$ cat config.mk
export PLATFORM = sky130hd
export DESIGN_NAME = tcz_timer
export DESIGN_NICKNAME = d
export VERILOG_FILES = /design/src/common/tcz_pkg.sv /design/src/rtl/tcz_timer.sv
export VERILOG_INCLUDE_DIRS = /design/src /design/src/common
export SDC_FILE = /design/constraint.sdc
export NUM_CORES = 1
export LEC_CHECK = 0
export ABC_CLOCK_PERIOD_IN_PS = 2900
export BUFFER_PORTS_ARGS = -buffer_cell sky130_fd_sc_hd__buf_2
export CORE_UTILIZATION = 53
export CTS_CLUSTER_SIZE = 16
export DETAILED_ROUTE_END_ITERATION = 8
export GPL_TIMING_DRIVEN = 0
export PLACE_DENSITY_LB_ADDON = 0.15
export SLEW_MARGIN = 20
export SYNTH_ARGS = -nofsm -noshare
export SYNTH_HDL_FRONTEND = slang
export SYNTH_SLANG_ARGS = --single-unit
export TNS_END_PERCENT = 10
$ cat constraint.sdc
create_clock -name pclk -period 2.9 [get_ports pclk]
set_input_delay 0.29 -clock pclk [delete_from_list [all_inputs] [get_ports pclk]]
set_output_delay 0.29 -clock pclk [all_outputs]
set_load 0.005 [all_outputs]
$ cat src/common/tcz_regs.svh
`ifndef TCZ_REGS_SVH
`define TCZ_REGS_SVH

// Register byte offsets on the APB window
`define TCZ_ADDR_W         12
`define TCZ_OFF_LOW        12'h000
`define TCZ_OFF_HIGH       12'h004
`define TCZ_OFF_ICTL       12'h008
`define TCZ_OFF_TCTL       12'h00c

// Reset values
`define TCZ_TCTL_RESET     8'hff
`define TCZ_HIGH_RESET     8'h00
`define TCZ_LOW_RESET      8'h00

// Interrupt control field positions
`define TCZ_ICTL_EN_BIT    5
`define TCZ_ICTL_FLAG_BIT  2

// Timing: instruction cycle and clock period in ns
`define TCZ_TCY_NS         50
`define TCZ_CLK_NS         50
`define TCZ_INH_TCY        2
`define TCZ_INH_CYCLES     (`TCZ_INH_TCY * `TCZ_TCY_NS / `TCZ_CLK_NS)

`endif

$ cat src/common/tcz_pkg.sv
package tcz_pkg;

    // Timer control layout, bit 7 down to bit 0
    typedef struct packed {
        logic       run_control;
        logic       width_select;
        logic       clock_source_select;
        logic       edge_select;
        logic       prescaler_assign;
        logic [2:0] prescale_ratio_select;
    } tcz_ctrl_s;

    // Interrupt control state kept by this block
    typedef struct packed {
        logic overflow_irq_enable;
        logic overflow_flag;
    } tcz_irq_s;

    typedef logic [15:0] tcz_count_t;
    typedef logic [1:0]  tcz_inhibit_t;

endpackage : tcz_pkg

$ cat src/rtl/tcz_timer.sv
// The implementer's own choices: the APB slave port and the register offsets.
`timescale 1ns/1ps
`include "tcz_regs.svh"
module tcz_timer
    import tcz_pkg::*;
(
    // Clock and reset
    input  wire logic                     pclk,
    input  wire logic                     presetn,
    // APB slave
    input  wire logic                     psel,
    input  wire logic                     penable,
    input  wire logic                     pwrite,
    input  wire logic [`TCZ_ADDR_W-1:0]   paddr,
    input  wire logic [31:0]              pwdata,
    output logic      [31:0]              prdata,
    output logic                          pready,
    output logic                          pslverr,
    // Device pins and status
    input  wire logic                     external_count_input,
    input  wire logic                     sleep_mode,
    output logic                          overflow_irq
);

    tcz_ctrl_s    ctrl_reg;
    tcz_irq_s     irq_reg;
    tcz_count_t   cnt_reg;
    logic [7:0]   hbuf_reg;
    logic [7:0]   pre_reg;
    tcz_inhibit_t inh_reg;
    logic [31:0]  rdata_reg;
    logic         ext_meta_reg;
    logic         ext_sync_reg;
    logic         ext_prev_reg;
    logic         ext_tick_reg;

    // Bus decode
    logic hit_low, hit_high, hit_ictl, hit_tctl, hit_any;
    logic wr_en, rd_setup, wr_low;
    assign hit_low  = (paddr == `TCZ_OFF_LOW);
    assign hit_high = (paddr == `TCZ_OFF_HIGH);
    assign hit_ictl = (paddr == `TCZ_OFF_ICTL);
    assign hit_tctl = (paddr == `TCZ_OFF_TCTL);
    assign hit_any  = hit_low | hit_high | hit_ictl | hit_tctl;
    assign wr_en    = psel & penable & pwrite;
    assign rd_setup = psel & ~penable & ~pwrite;
    assign wr_low   = wr_en & hit_low;

    // Zero wait states; read data captured in setup
    assign pready  = 1'b1;
    assign pslverr = psel & penable & ~hit_any;
    assign prdata  = rdata_reg;

    // Counting qualifiers
    logic       run, tick, pre_hit, inc, step;
    logic [7:0] pre_mask;
    assign run = ctrl_reg.run_control & ~sleep_mode;
    assign tick = ctrl_reg.clock_source_select ? ext_tick_reg : 1'b1;
    assign pre_mask = 8'hff >> (3'd7 - ctrl_reg.prescale_ratio_select);
    assign pre_hit = ((pre_reg | ~pre_mask) == 8'hff);
    assign step = run & tick & (inh_reg == 2'd0);
    assign inc = step & (ctrl_reg.prescaler_assign | pre_hit);

    // Pin synchroniser, first stage read only by second
    always_ff @(posedge pclk or negedge presetn) begin
        if (!presetn) begin
            ext_meta_reg <= 1'b0;
            ext_sync_reg <= 1'b0;
            ext_prev_reg <= 1'b0;
        end else begin
            ext_meta_reg <= external_count_input;
            ext_sync_reg <= ext_meta_reg;
            ext_prev_reg <= ext_sync_reg;
        end
    end

    // Edge pulse, registered once more for the increment delay
    always_ff @(posedge pclk or negedge presetn) begin
        if (!presetn) begin
            ext_tick_reg <= 1'b0;
        end else begin
            ext_tick_reg <= ctrl_reg.edge_select ? (ext_prev_reg & ~ext_sync_reg)
                                                 : (~ext_prev_reg & ext_sync_reg);
        end
    end

    // Timer control register
    always_ff @(posedge pclk or negedge presetn) begin
        if (!presetn) begin
            ctrl_reg <= `TCZ_TCTL_RESET;
        end else if (wr_en && hit_tctl) begin
            ctrl_reg <= pwdata[7:0];
        end
    end

    // Write inhibit counter
    always_ff @(posedge pclk or negedge presetn) begin
        if (!presetn) begin
            inh_reg <= 2'd0;
        end else if (wr_low) begin
            inh_reg <= 2'(`TCZ_INH_CYCLES);
        end else if (inh_reg != 2'd0) begin
            inh_reg <= inh_reg - 2'd1;
        end
    end

    // Prescaler, never visible on the bus
    always_ff @(posedge pclk or negedge presetn) begin
        if (!presetn) begin
            pre_reg <= 8'h00;
        end else if (wr_low && !ctrl_reg.prescaler_assign) begin
            pre_reg <= 8'h00;
        end else if (step && !ctrl_reg.prescaler_assign) begin
            pre_reg <= pre_reg + 8'h01;
        end
    end

    // Live count
    always_ff @(posedge pclk or negedge presetn) begin
        if (!presetn) begin
            cnt_reg <= {`TCZ_HIGH_RESET, `TCZ_LOW_RESET};
        end else if (wr_low) begin
            cnt_reg[7:0] <= pwdata[7:0];
            if (!ctrl_reg.width_select) begin
                cnt_reg[15:8] <= hbuf_reg;
            end
        end else if (inc) begin
            if (ctrl_reg.width_select) begin
                cnt_reg[7:0] <= cnt_reg[7:0] + 8'h01;
            end else begin
                cnt_reg <= cnt_reg + 16'h0001;
            end
        end
    end

    // High buffer, the only path to the upper byte
    always_ff @(posedge pclk or negedge presetn) begin
        if (!presetn) begin
            hbuf_reg <= `TCZ_HIGH_RESET;
        end else if (wr_en && hit_high) begin
            hbuf_reg <= pwdata[7:0];
        end else if (rd_setup && hit_low && !ctrl_reg.width_select) begin
            hbuf_reg <= cnt_reg[15:8];
        end
    end

    // Overflow detection
    logic ovf;
    assign ovf = inc & (ctrl_reg.width_select ? (cnt_reg[7:0] == 8'hff)
                                              : (cnt_reg == 16'hffff));

    // Interrupt control; a wrap in the clearing cycle still sets the flag
    always_ff @(posedge pclk or negedge presetn) begin
        if (!presetn) begin
            irq_reg <= '0;
        end else begin
            if (wr_en && hit_ictl) begin
                irq_reg.overflow_irq_enable <= pwdata[`TCZ_ICTL_EN_BIT];
            end
            if (ovf) begin
                irq_reg.overflow_flag <= 1'b1;
            end else if (wr_en && hit_ictl) begin
                irq_reg.overflow_flag <= pwdata[`TCZ_ICTL_FLAG_BIT];
            end
        end
    end

    assign overflow_irq = irq_reg.overflow_flag & irq_reg.overflow_irq_enable;

    // Read data, taken in setup so it matches the high snapshot
    always_ff @(posedge pclk or negedge presetn) begin
        if (!presetn) begin
            rdata_reg <= 32'h0000_0000;
        end else if (rd_setup) begin
            rdata_reg <= 32'h0000_0000;
            if (hit_low) begin
                rdata_reg[7:0] <= cnt_reg[7:0];
            end else if (hit_high) begin
                rdata_reg[7:0] <= hbuf_reg;
            end else if (hit_ictl) begin
                rdata_reg[`TCZ_ICTL_EN_BIT]   <= irq_reg.overflow_irq_enable;
                rdata_reg[`TCZ_ICTL_FLAG_BIT] <= irq_reg.overflow_flag;
            end else if (hit_tctl) begin
                rdata_reg[7:0] <= ctrl_reg;
            end
        end
    end

    logic quiet;
    assign quiet = ~wr_en;
endmodule : tcz_timer

==> key figures, run 1 <==
Status
  • Status: complete, no violations

CTS
  • CTS tree: done
  • H-Tree Depth: 2
  • Clock-pin slew on the worst setup and hold paths: 0.10 ns
  • Worst-Skew Late Latency: 0.32 ns
  • Clock Path Buffers: 2
  • TritonCTS buffer count: 5
  • Root Driver: clkbuf_8
  • Post-CTS setup buffer count: 0
  • Total clock sinks: 56
  • CTS resizes: 0
  • CTS hold repair buffers: 0

Setup path
  • WP data required: 3.10 ns
  • Crit Path Category: reg -> reg
  • CP Max Fanout: 7
  • Worst Path Arrival: 2.79 ns
  • Nature of the critical path startpoint: flop
  • Critical Path Sink Type: flop

Synthesis
  • Most frequent cells after synthesis: 48 x dfrtp_1, 30 x nor2_1, 28 x nand2_1
  • Gate Count Post-Synth: 330
  • Distinct cells, synth: a little under 60
  • Synthesized area: 0.00332 sq mm
  • Yosys top cell area share: 36.1%
  • Post-synthesis mux area share: roughly a tenth
  • Main combinational cell family by area after synthesis: simple AND/OR/NAND/NOR gates
  • Largest cells by area after synthesis: dfrtp_1 36%, dfstp_2 6.3%, buf_4 5.9%
  • Synth Area in Adders: 1.13%
  • Simple-gate area share of the yosys netlist: 21.6%
  • Top_reg_cell synth: dfrtp_1
  • Async SR Flop Fraction: 100%
  • YS warnings: 0
  • Mapped Avg Cell Area: a little over 10 sq um
  • Post-synthesis compound-gate area fraction: 12.2%
  • Post-synth EDFFs: 0
  • Count leader, synth: dfrtp_1
  • Seq/Total Area, Yosys: a little over two fifths
  • Post-Synth XOR/XNOR Area: 3.95%
  • #FFs+latches synth: 56
  • Largest area contributor in the netlist: dfrtp_1

Layout
  • Number of flip-flops in the largest register: 16
  • Fin area: 0.00381 sq mm
  • P&R area growth vs syn: 14.6%
  • Layout net count: 450
  • Layout Cells excl Fill: 472
  • Ant. Diodes: 0
  • Share of layout cells above drive strength 1: 29.5%

STA
  • Min Tclk post-route: roughly 2.6 ns
  • Final Slew Violations: 0
  • Slew headroom: 39.5%
  • Worst Hold Slack: 0.00775 ns
  • Final period utilization: 89.2%
  • Final setup fails: 0
  • Worst Tran Pin Value: 0.906 ns
  • Clk_skew: 0.0112 ns
  • Setup tns final: 0 ns
  • Final hold vios: 0
  • Fmax: roughly 0.39 GHz
  • RSZ-0062 raised after global routing: false

Pwr
  • Static leakage: 1.80 nW
  • P per Cell Area: approximately 400 mW/mm^2
  • Maximum VDD drop: 0.000418 V

Placed design
  • Post-DP HPWL: 5.46 mm
  • Placed insts: 464
  • Cell area after placement: 0.00369 sq mm
  • GPL Wtd Cong: ~0.85
  • Port bufs: 36

GRT
  • Vias in the first global route: about 2,400
  • Largest net degree at the start of global routing: 57
  • Initial antenna violation count: 0
  • First-pass GRT wire length: 12.2 mm
  • Total track usage: 24.9%
  • Total gr overflow: 0

Floorplan
  • # IOs: 86
  • Initial Util: roughly 55%
  • Die Height: 81.2 microns
  • Core Rows: 28
  • Die width: ~81 microns
  • Core ar.: 0.00599 sq mm
  • Total Die Area: roughly 0.0066 sq mm

Detailed routing
  • Post-route ant nets: 0
  • Vias: around 2,600
  • DRT iter0 DRCs: 213
  • Drt wl/cell: 16.0 microns
  • Drt pass-1 iters: 5
  • Final wirelength: 7.53 mm
  • Via density: 5.60
  • Post-route DRC: 0

Min path
  • Type of the most critical hold path: in -> async

Run
  • Max Cap Viol: 0
layout make-up:
class | count | area (sq um)
flip-flops and latches | 56 | 1410
fillers | 531 | 2180
well taps | 75 | 93.8
inverters | 7 | 26.3
plain buffers | 38 | 260
clock inverters | 2 | 38.8
multi-input cells | 252 | 1710
clock buffers | 6 | 82.6
repair buffers | 36 | 183
power by group:
part,internal (mW),total (mW),switching [mW]
Sequential,0.801,0.812,0.0110
Combinational,0.0715,0.165,0.0937
Clock,0.283,0.546,0.263
Total,1.15,1.52,0.368
cells in the final DEF (no fill, tap or decap), types with 9 or more instances in the layout:
cell,count
a21oi_1,9
nand2_1,28
xor2_1,11
buf_2,37
buf_4,27
mux2_2,15
nor2_1,30
conb_1,25
dfrtp_1,48
mux2i_1,11
nand3_1,13
worst paths after layout:
path	startpoint	slack (ns)	depth (start not counted)	endpoint
worst min-delay path	presetn	0.008	1	prdata[1]$_DFFE_PN0P_
min in group pclk	external_count_input	0.07	1	ext_meta_reg$_DFF_PN0_
worst min register to register	ext_meta_reg$_DFF_PN0_	0.36	0	ext_sync_reg$_DFF_PN0_
max in group asynchronous	presetn	2.41	1	cnt_reg[13]$_DFFE_PN0P_
worst max-delay path	inh_reg[0]$_DFFE_PN0P_	0.31	8	cnt_reg[13]$_DFFE_PN0P_
worst max register to register	inh_reg[0]$_DFFE_PN0P_	0.31	8	cnt_reg[13]$_DFFE_PN0P_
layer usage:
metal | up-vias | global-route usage, % | share of wire [%] | routed length, microns
met1 | 1255 | 35.3 | 46 | 3450
li1 | 1264 | - | - | -
met5 | - | 0 | 0 | 0
met3 | 10 | 3.15 | 6.4 | 480
met2 | 115 | 39.7 | 47 | 3530
met4 | 0 | 7.32 | 1.1 | 81
per-stage QoR:
stage	power, mW	setup WS [ns]	utilization [%]
final	1.52	0.314	63.6
after global routing	1.58	0.153	63.6
after detailed placement	0.991	0.195	61.5
after global placement	0.978	0.301	61.5
after CTS	1.53	0.335	63.6
after floorplan	0.923	0.753	-
critical path, cell delays in order (launching register included):
cell	delay [ns]
dfrtp_1	0.41
inv_1	0.07
ha_1	0.24
nand3b_1	0.16
or2_2	0.34
nor3_1	0.40
nand3b_1	0.30
o211a_1	0.30
a211o_1	0.26
logic make-up after synthesis:
logic type	count (synthesis)
mux	28
other cells	2
flops	56
buf+inv	45
simple gates	126
fa+ha+maj	3
xor+xnor	15
compound gates	55
Note: power is estimated with default switching activity, not from simulation.
==> run 2: changes to the inputs <==
--- a/config.mk
+++ b/config.mk
@@ -6,9 +6,9 @@
 export SDC_FILE = /design/constraint.sdc
 export NUM_CORES = 1
 export LEC_CHECK = 0
-export ABC_CLOCK_PERIOD_IN_PS = 2900
+export ABC_CLOCK_PERIOD_IN_PS = 2120
 export BUFFER_PORTS_ARGS = -buffer_cell sky130_fd_sc_hd__buf_2
-export CORE_UTILIZATION = 53
+export CORE_UTILIZATION = 48
 export CTS_CLUSTER_SIZE = 16
 export DETAILED_ROUTE_END_ITERATION = 8
 export GPL_TIMING_DRIVEN = 0
==> constraint.sdc (replaced) <==
create_clock -name pclk -period 2.12 [get_ports pclk]
set_input_delay 0.212 -clock pclk [delete_from_list [all_inputs] [get_ports pclk]]
set_output_delay 0.212 -clock pclk [all_outputs]
set_load 0.005 [all_outputs]
==> run 2 against run 1 <==
Effect of this change:
- critical path depth up 1
- clock skew down 0.0011 ns
- critical path type unchanged
- critical endpoint is now cnt_reg[11]$_DFFE_PN0P_
- worst setup slack worse by 0.30 ns
- highest routed layer unchanged
- largest power group unchanged
- global-route usage decreased by 1.7 points
- first-iteration DRC count grew 3.8%
==> key figures, run 2 (synthesis gave the netlist of run 1 again) <==
Status
  • Status: complete, no violations

Detailed routing
  • Post-route ant nets: 0
  • Via density: between 5 and 6
  • Final wirelength: 7.93 mm
  • Drt wl/cell: 16.3 microns
  • DRT iter0 DRCs: 221
  • Vias: roughly 2,700
  • Drt pass-1 iters: 5
  • Post-route DRC: 0

Placed design
  • Dpl ws: -0.457 ns
  • Post-DP HPWL: 5.56 mm
  • Placed insts: 466
  • GPL Wtd Cong: 0.863
  • Port bufs: 36

Setup path
  • Nature of the critical path startpoint: flop
  • CP Max Fanout: 5
  • Crit Path Category: reg -> reg
  • WP data required: 2.32 ns
  • Critical Path Sink Type: flop
  • Worst Path Arrival: roughly 2.3 ns

STA
  • Min Tclk post-route: ~2.1 ns
  • Fmax: 0.475 GHz
  • Worst Slack Setup Final: 0.0166 ns
  • Final period utilization: 99.2%
  • Final setup fails: 0
  • Final Slew Violations: 0
  • Clk_skew: 0.0101 ns
  • RSZ-0062 raised after global routing: true
  • Slew headroom: 47.3%
  • Worst Hold Slack: between 0.15 and 0.2 ns
  • Worst Tran Pin Value: 0.785 ns
  • Final hold vios: 0

Layout
  • Layout net count: 464
  • FILL cells: around 560
  • Share of layout cells above drive strength 1: approximately 36%
  • P&R area growth vs syn: 22.2%
  • Most frequent cells in the layout: 44 x dfrtp_1, 39 x buf_4, 38 x buf_2
  • Multi-input gate area: roughly 0.0018 sq mm
  • Ant. Diodes: 0
  • Most common cell after layout, fill and taps aside: dfrtp_1
  • Reg area: roughly 0.0014 sq mm
  • Layout Cells excl Fill: 488
  • Number of flip-flops in the largest register: 16

GRT
  • Total track usage: 23.2%
  • First-pass GRT wire length: between 10 and 15 mm
  • Largest net degree at the start of global routing: 57
  • GR peak layer: met2
  • Met2 Usage GRT: 36.9%
  • GR Util met3: 4.28%
  • Met1 Track Usage GR: 32.9%
  • Initial antenna violation count: 0
  • Total gr overflow: 0
  • Vias in the first global route: 2,509

Pwr
  • Maximum VDD drop: 0.000430 V
  • Static leakage: 1.92 nW
  • P per Cell Area: roughly 530 mW/mm^2

Floorplan
  • Initial Util: 50.9%
  • # IOs: 86
  • Die Height: 85.2 microns
  • Core Rows: 29
  • Total Die Area: 0.00726 sq mm
  • Die width: 85.2 microns
  • Core ar.: 0.00653 sq mm

CTS
  • H-Tree Depth: 2
  • Clock Path Buffers: 2
  • TritonCTS buffer count: 5
  • CTS tree: done
  • Total clock sinks: 56
  • Worst-Skew Late Latency: 0.31 ns
  • Root Driver: clkbuf_8
  • Clock-pin slew on the worst setup and hold paths: 0.10 ns

Run
  • Max Cap Viol: 0

Min path
  • Type of the most critical hold path: in -> reg
## run 2: cell count changes in the layout (fill, tap and decap cells not counted), sizes merged
cell	change
buf	+14
dlygate4sd3	+2
clkdlybuf4s50	-1
clkinv	-1
## run 2: worst paths after layout
path	start	endpoint	slack, ns	cells past startpoint
max in group asynchronous	presetn	pre_reg[1]$_DFFE_PN0P_	1.11	2
max	inh_reg[0]$_DFFE_PN0P_	cnt_reg[11]$_DFFE_PN0P_	0.02	9
min	pwdata[6]	hbuf_reg[6]$_DFFE_PN0P_	0.16	3
max reg2reg	inh_reg[0]$_DFFE_PN0P_	cnt_reg[11]$_DFFE_PN0P_	0.02	9
min reg2reg	ext_meta_reg$_DFF_PN0_	ext_sync_reg$_DFF_PN0_	0.36	0
min in group asynchronous	presetn	prdata[1]$_DFFE_PN0P_	0.51	2
## run 2: area by class of cell
type | count | area share, %
Buffer | 37 | 6.16
Clock inverter | 1 | 0.740
Sequential cell | 56 | 34.9
Timing Repair Buffer | 51 | 7.49
Multi-Input combinational cell | 252 | 45.3
Inverter | 7 | 0.647
Clock buffer | 7 | 2.37
Tap cell | 77 | 2.37
## run 2: layer usage
metal / wire length [microns] / vias to the layer above
met5: 0 / -
met4: 40 / 0
met3: 561 / 5
met2: 3730 / 111
met1: 3590 / 1291
li1: - / 1296
## run 2: per-stage QoR
| step | power, mW | instance area (sq um) | setup TNS, ns | utilization, % |
|---|---|---|---|---|
| floorplan | 1.26 | 3410 | -0.000443 | - |
| global placement | 1.34 | 3690 | -6.61 | 56.5 |
| detailed placement | 1.35 | 3690 | -7.79 | 56.6 |
| CTS | 2.14 | 3940 | -0.0621 | 60.4 |
| global route | 2.23 | 4060 | -0.779 | 62.2 |
| finish | 2.14 | 4060 | 0 | 62.2 |
## run 2: worst max-delay path: stages (launching register included)
cell	delay [ns]
dfrtp_1	0.41
inv_2	0.08
ha_4	0.14
nand3b_1	0.16
or2_4	0.31
nor3_4	0.21
nand3b_1	0.21
buf_6	0.19
nor4b_4	0.23
nor3_2	0.07
## run 2: repair_timing
action | in CTS | in global routing
endpoints found under the setup margin | 20 | 28
resized for setup | 12 | 18
setup buffers | 6 | 7
pin swaps | 8 | 16
hold endpoints to repair | 49 | 0
hold buffers | 2 | 0
## run 2: report_power, final
part           internal (mW)  switching (mW)  total (mW)
clock                  0.417           0.349       0.767
combinational          0.127           0.134       0.261
sequential              1.10          0.0167        1.11
total                   1.64           0.500        2.14
==> run 3: changes to the inputs <==
--- a/config.mk
+++ b/config.mk
@@ -6,9 +6,10 @@
 export SDC_FILE = /design/constraint.sdc
 export NUM_CORES = 1
 export LEC_CHECK = 0
+export ABC_AREA = 1
 export ABC_CLOCK_PERIOD_IN_PS = 2120
 export BUFFER_PORTS_ARGS = -buffer_cell sky130_fd_sc_hd__buf_2
-export CORE_UTILIZATION = 48
+export CORE_UTILIZATION = 49
 export CTS_CLUSTER_SIZE = 16
 export DETAILED_ROUTE_END_ITERATION = 8
 export GPL_TIMING_DRIVEN = 0
==> run 3 against run 2 <==
Effect of this change:
- critical path depth unchanged
- synthesized cell count is 48% higher
- global-route usage up 2.2 points
- die area grew 3.6%
- count of clock-buffer cells in the layout shrank 2
- via count rose by 22%
- combinational power grew 5%
- final cell count rose by 34%
- clock power fell by 25%
- register-to-register slack better by 0.12 ns
- critical path type unchanged
- critical endpoint is now cnt_reg[13]$_DFFE_PN0P_
- largest cell class unchanged
==> key figures, run 3 <==
Status
  • Status: complete, no violations

Pwr
  • Sw Ratio: 26.3%
  • Maximum VDD drop: 0.000259 V
  • Clk network pwr share: 28.9%
  • Psw: 0.521 mW
  • Tot Pwr: 1.98 mW
  • Logic gate share of total power: 13.8%
  • P per Cell Area: 494 mW/mm^2
  • Internal power: 1.46 mW
  • Static leakage: 2.07 nW
  • Flop pwr share: 57.3%

Synthesis
  • YS warnings: 0
  • Largest cells by area after synthesis: dfrtp_1 34%, nand2_1 15%, o21ai_0 8.4%
  • Synthesized area: ~0.0035 sq mm
  • Async SR Flop Fraction: 100%
  • Mapped Avg Cell Area: roughly 7 sq um
  • Count leader, synth: nand2_1
  • Gate Count Post-Synth: a little under 500
  • #FFs+latches synth: 56
  • Post-synth EDFFs: 0
  • Seq/Total Area, Yosys: approximately two fifths
  • Largest area contributor in the netlist: dfrtp_1
  • Distinct cells, synth: 34
  • Top_reg_cell synth: dfrtp_1
  • Yosys top cell area share: 34.1%
  • Most frequent cells after synthesis: 142 x nand2_1, 61 x inv_1, 59 x o21ai_0

STA
  • Fmax: 0.503 GHz
  • Min Tclk post-route: 1.99 ns
  • RSZ-0062 raised after global routing: false
  • Final period utilization: 93.7%
  • Final Slew Violations: 0
  • Final setup fails: 0
  • Slew headroom: 46.6%
  • Clk_skew: 0.00445 ns
  • Setup tns final: 0 ns
  • Worst Hold Slack: between 0.15 and 0.2 ns
  • Worst Tran Pin Value: 0.794 ns
  • Final hold vios: 0

Detailed routing
  • Post-route ant nets: 0
  • Vias: 3,291
  • Via density: 5.04
  • Post-route DRC: 0
  • Metal-1 WL: approximately 3.9 mm
  • Drt wl/cell: 13.5 microns
  • Uppermost layer routed: met4
  • Final wirelength: around 8.8 mm
  • Met2 Routed Length: 4.41 mm
  • Drt pass-1 iters: 4
  • Met3 wire length: 382 microns
  • DRT iter0 DRCs: 209

Run
  • Max Cap Viol: 0

CTS
  • CTS tree: done
  • Total clock sinks: 56
  • Clock-pin slew on the worst setup and hold paths: 0.10 ns
  • Post-CTS setup buffer count: 0
  • H-Tree Depth: 2
  • Worst-Skew Late Latency: 0.31 ns
  • CTS resizes: 0
  • TritonCTS buffer count: 5
  • Root Driver: clkbuf_8
  • Clock Path Buffers: 2
  • CTS hold repair buffers: 2

Layout
  • Most common cell after layout, fill and taps aside: nand2_1
  • P&R area growth vs syn: 13.9%
  • Final Core Density: 58.4%
  • FILL cells: approximately 680
  • Reg area: roughly 0.0014 sq mm
  • Multi-input gate area: 0.00170 sq mm
  • Ant. Diodes: 0
  • Most frequent cells in the layout: 142 x nand2_1, 61 x inv_1, 59 x o21ai_0
  • Share of layout cells above drive strength 1: 17.2%
  • Number of flip-flops in the largest register: 16
  • Layout net count: 611

Floorplan
  • Initial Util: between 50% and 60%
  • Core Rows: 30
  • Total Die Area: 0.00752 sq mm
  • Die Height: 86.7 microns
  • # IOs: 86
  • Core ar.: about 0.0069 sq mm
  • Die width: 86.7 microns

Placed design
  • Port bufs: 36
  • GPL Wtd Cong: 0.923
  • Post-DP HPWL: 6.87 mm

GRT
  • Initial antenna violation count: 0
  • Total gr overflow: 0
  • First-pass GRT wire length: 14.7 mm
  • Vias in the first global route: a little over 3,000
  • Largest net degree at the start of global routing: 57
  • Total track usage: about 25%

Setup path
  • Worst Path Arrival: 2.19 ns
  • CP Max Fanout: 8
  • Nature of the critical path startpoint: flop
  • Crit Path Category: reg -> reg
  • WP data required: 2.33 ns
  • Critical Path Sink Type: flop

Min path
  • Type of the most critical hold path: in -> reg
[run 3: cell types whose count changed after synthesis, sizes merged, moves of 11 or more]
cell,before,now
inv,7,63
mux2,15,0
mux2i,11,0
nand2,28,146
nand3,14,39
o21ai,13,64
[run 3: power groups by stage]
| stage | combinational, mW | clock, mW | sequential (mW) |
|---|---|---|---|
| detailed placement | 0.271 | 0 | 1.16 |
| floorplan | 0.162 | 0 | 1.15 |
| finish | 0.273 | 0.573 | 1.14 |
| global placement | 0.252 | 0 | 1.16 |
| CTS | 0.275 | 0.588 | 1.14 |
| global route | 0.314 | 0.631 | 1.14 |
[run 3: path summary, 6_finish.rpt]
kind	start	endpoint	slack (ns)	cells past startpoint
worst min-delay path	pwdata[3]	ctrl_reg[3]$_DFFE_PN1P_	0.15	3
worst min register to register	ext_meta_reg$_DFF_PN0_	ext_sync_reg$_DFF_PN0_	0.36	0
worst max-delay path	inh_reg[0]$_DFFE_PN0P_	cnt_reg[13]$_DFFE_PN0P_	0.13	9
max in group asynchronous	presetn	cnt_reg[14]$_DFFE_PN0P_	1.15	2
min in group asynchronous	presetn	irq_reg[1]$_DFFE_PN0P_	0.50	2
worst max register to register	inh_reg[0]$_DFFE_PN0P_	cnt_reg[13]$_DFFE_PN0P_	0.13	9
[run 3: area by class of cell]
class	instances	area share, %
tap	96	3.00
multi-input combinational	355	42.4
timing repair buffer	38	5.06
clock buffer	5	1.72
clock inverter	2	0.312
sequential	56	35.2
buffer	38	6.37
inverter	63	5.90
[run 3: critical path, cell delays in order (launching register included)]
cell	delay (ns)
dfrtp_1	0.39
inv_1	0.08
ha_1	0.18
inv_1	0.09
nor3_1	0.38
nand2_1	0.19
nand2_1	0.14
nand2_1	0.23
nand2_1	0.14
nand2_1	0.06
[run 3: per-layer routing]
| layer | GRT usage [%] | vias up |
|---|---|---|
| met5 | 0 | - |
| met4 | 6.82 | 0 |
| met3 | 3.71 | 13 |
| met2 | 44.7 | 79 |
| met1 | 32.5 | 1547 |
| li1 | - | 1652 |
[run 3: kinds of logic (layout without fill, tap and decap cells)]
group           count (synthesis)  count (layout)  synth area share (%)
xor+xnor                       10              10                  2.49
flops                          56              56                  40.1
other cells                     2              25                 0.213
simple gates                  231             231                  28.7
fa+ha+maj                       3               3                  1.07
compound gates                 86              86                  13.5
buf+inv                       101             146                  14.0
[run 3: metrics by stage]
step,cells,cell area [sq um],setup slack [ns]
floorplan,512,3600,0.579
global placement,644,3910,0.172
detailed placement,644,3910,0.127
CTS,653,4010,0.111
global route,653,4010,0.000299
finish,653,4010,0.134
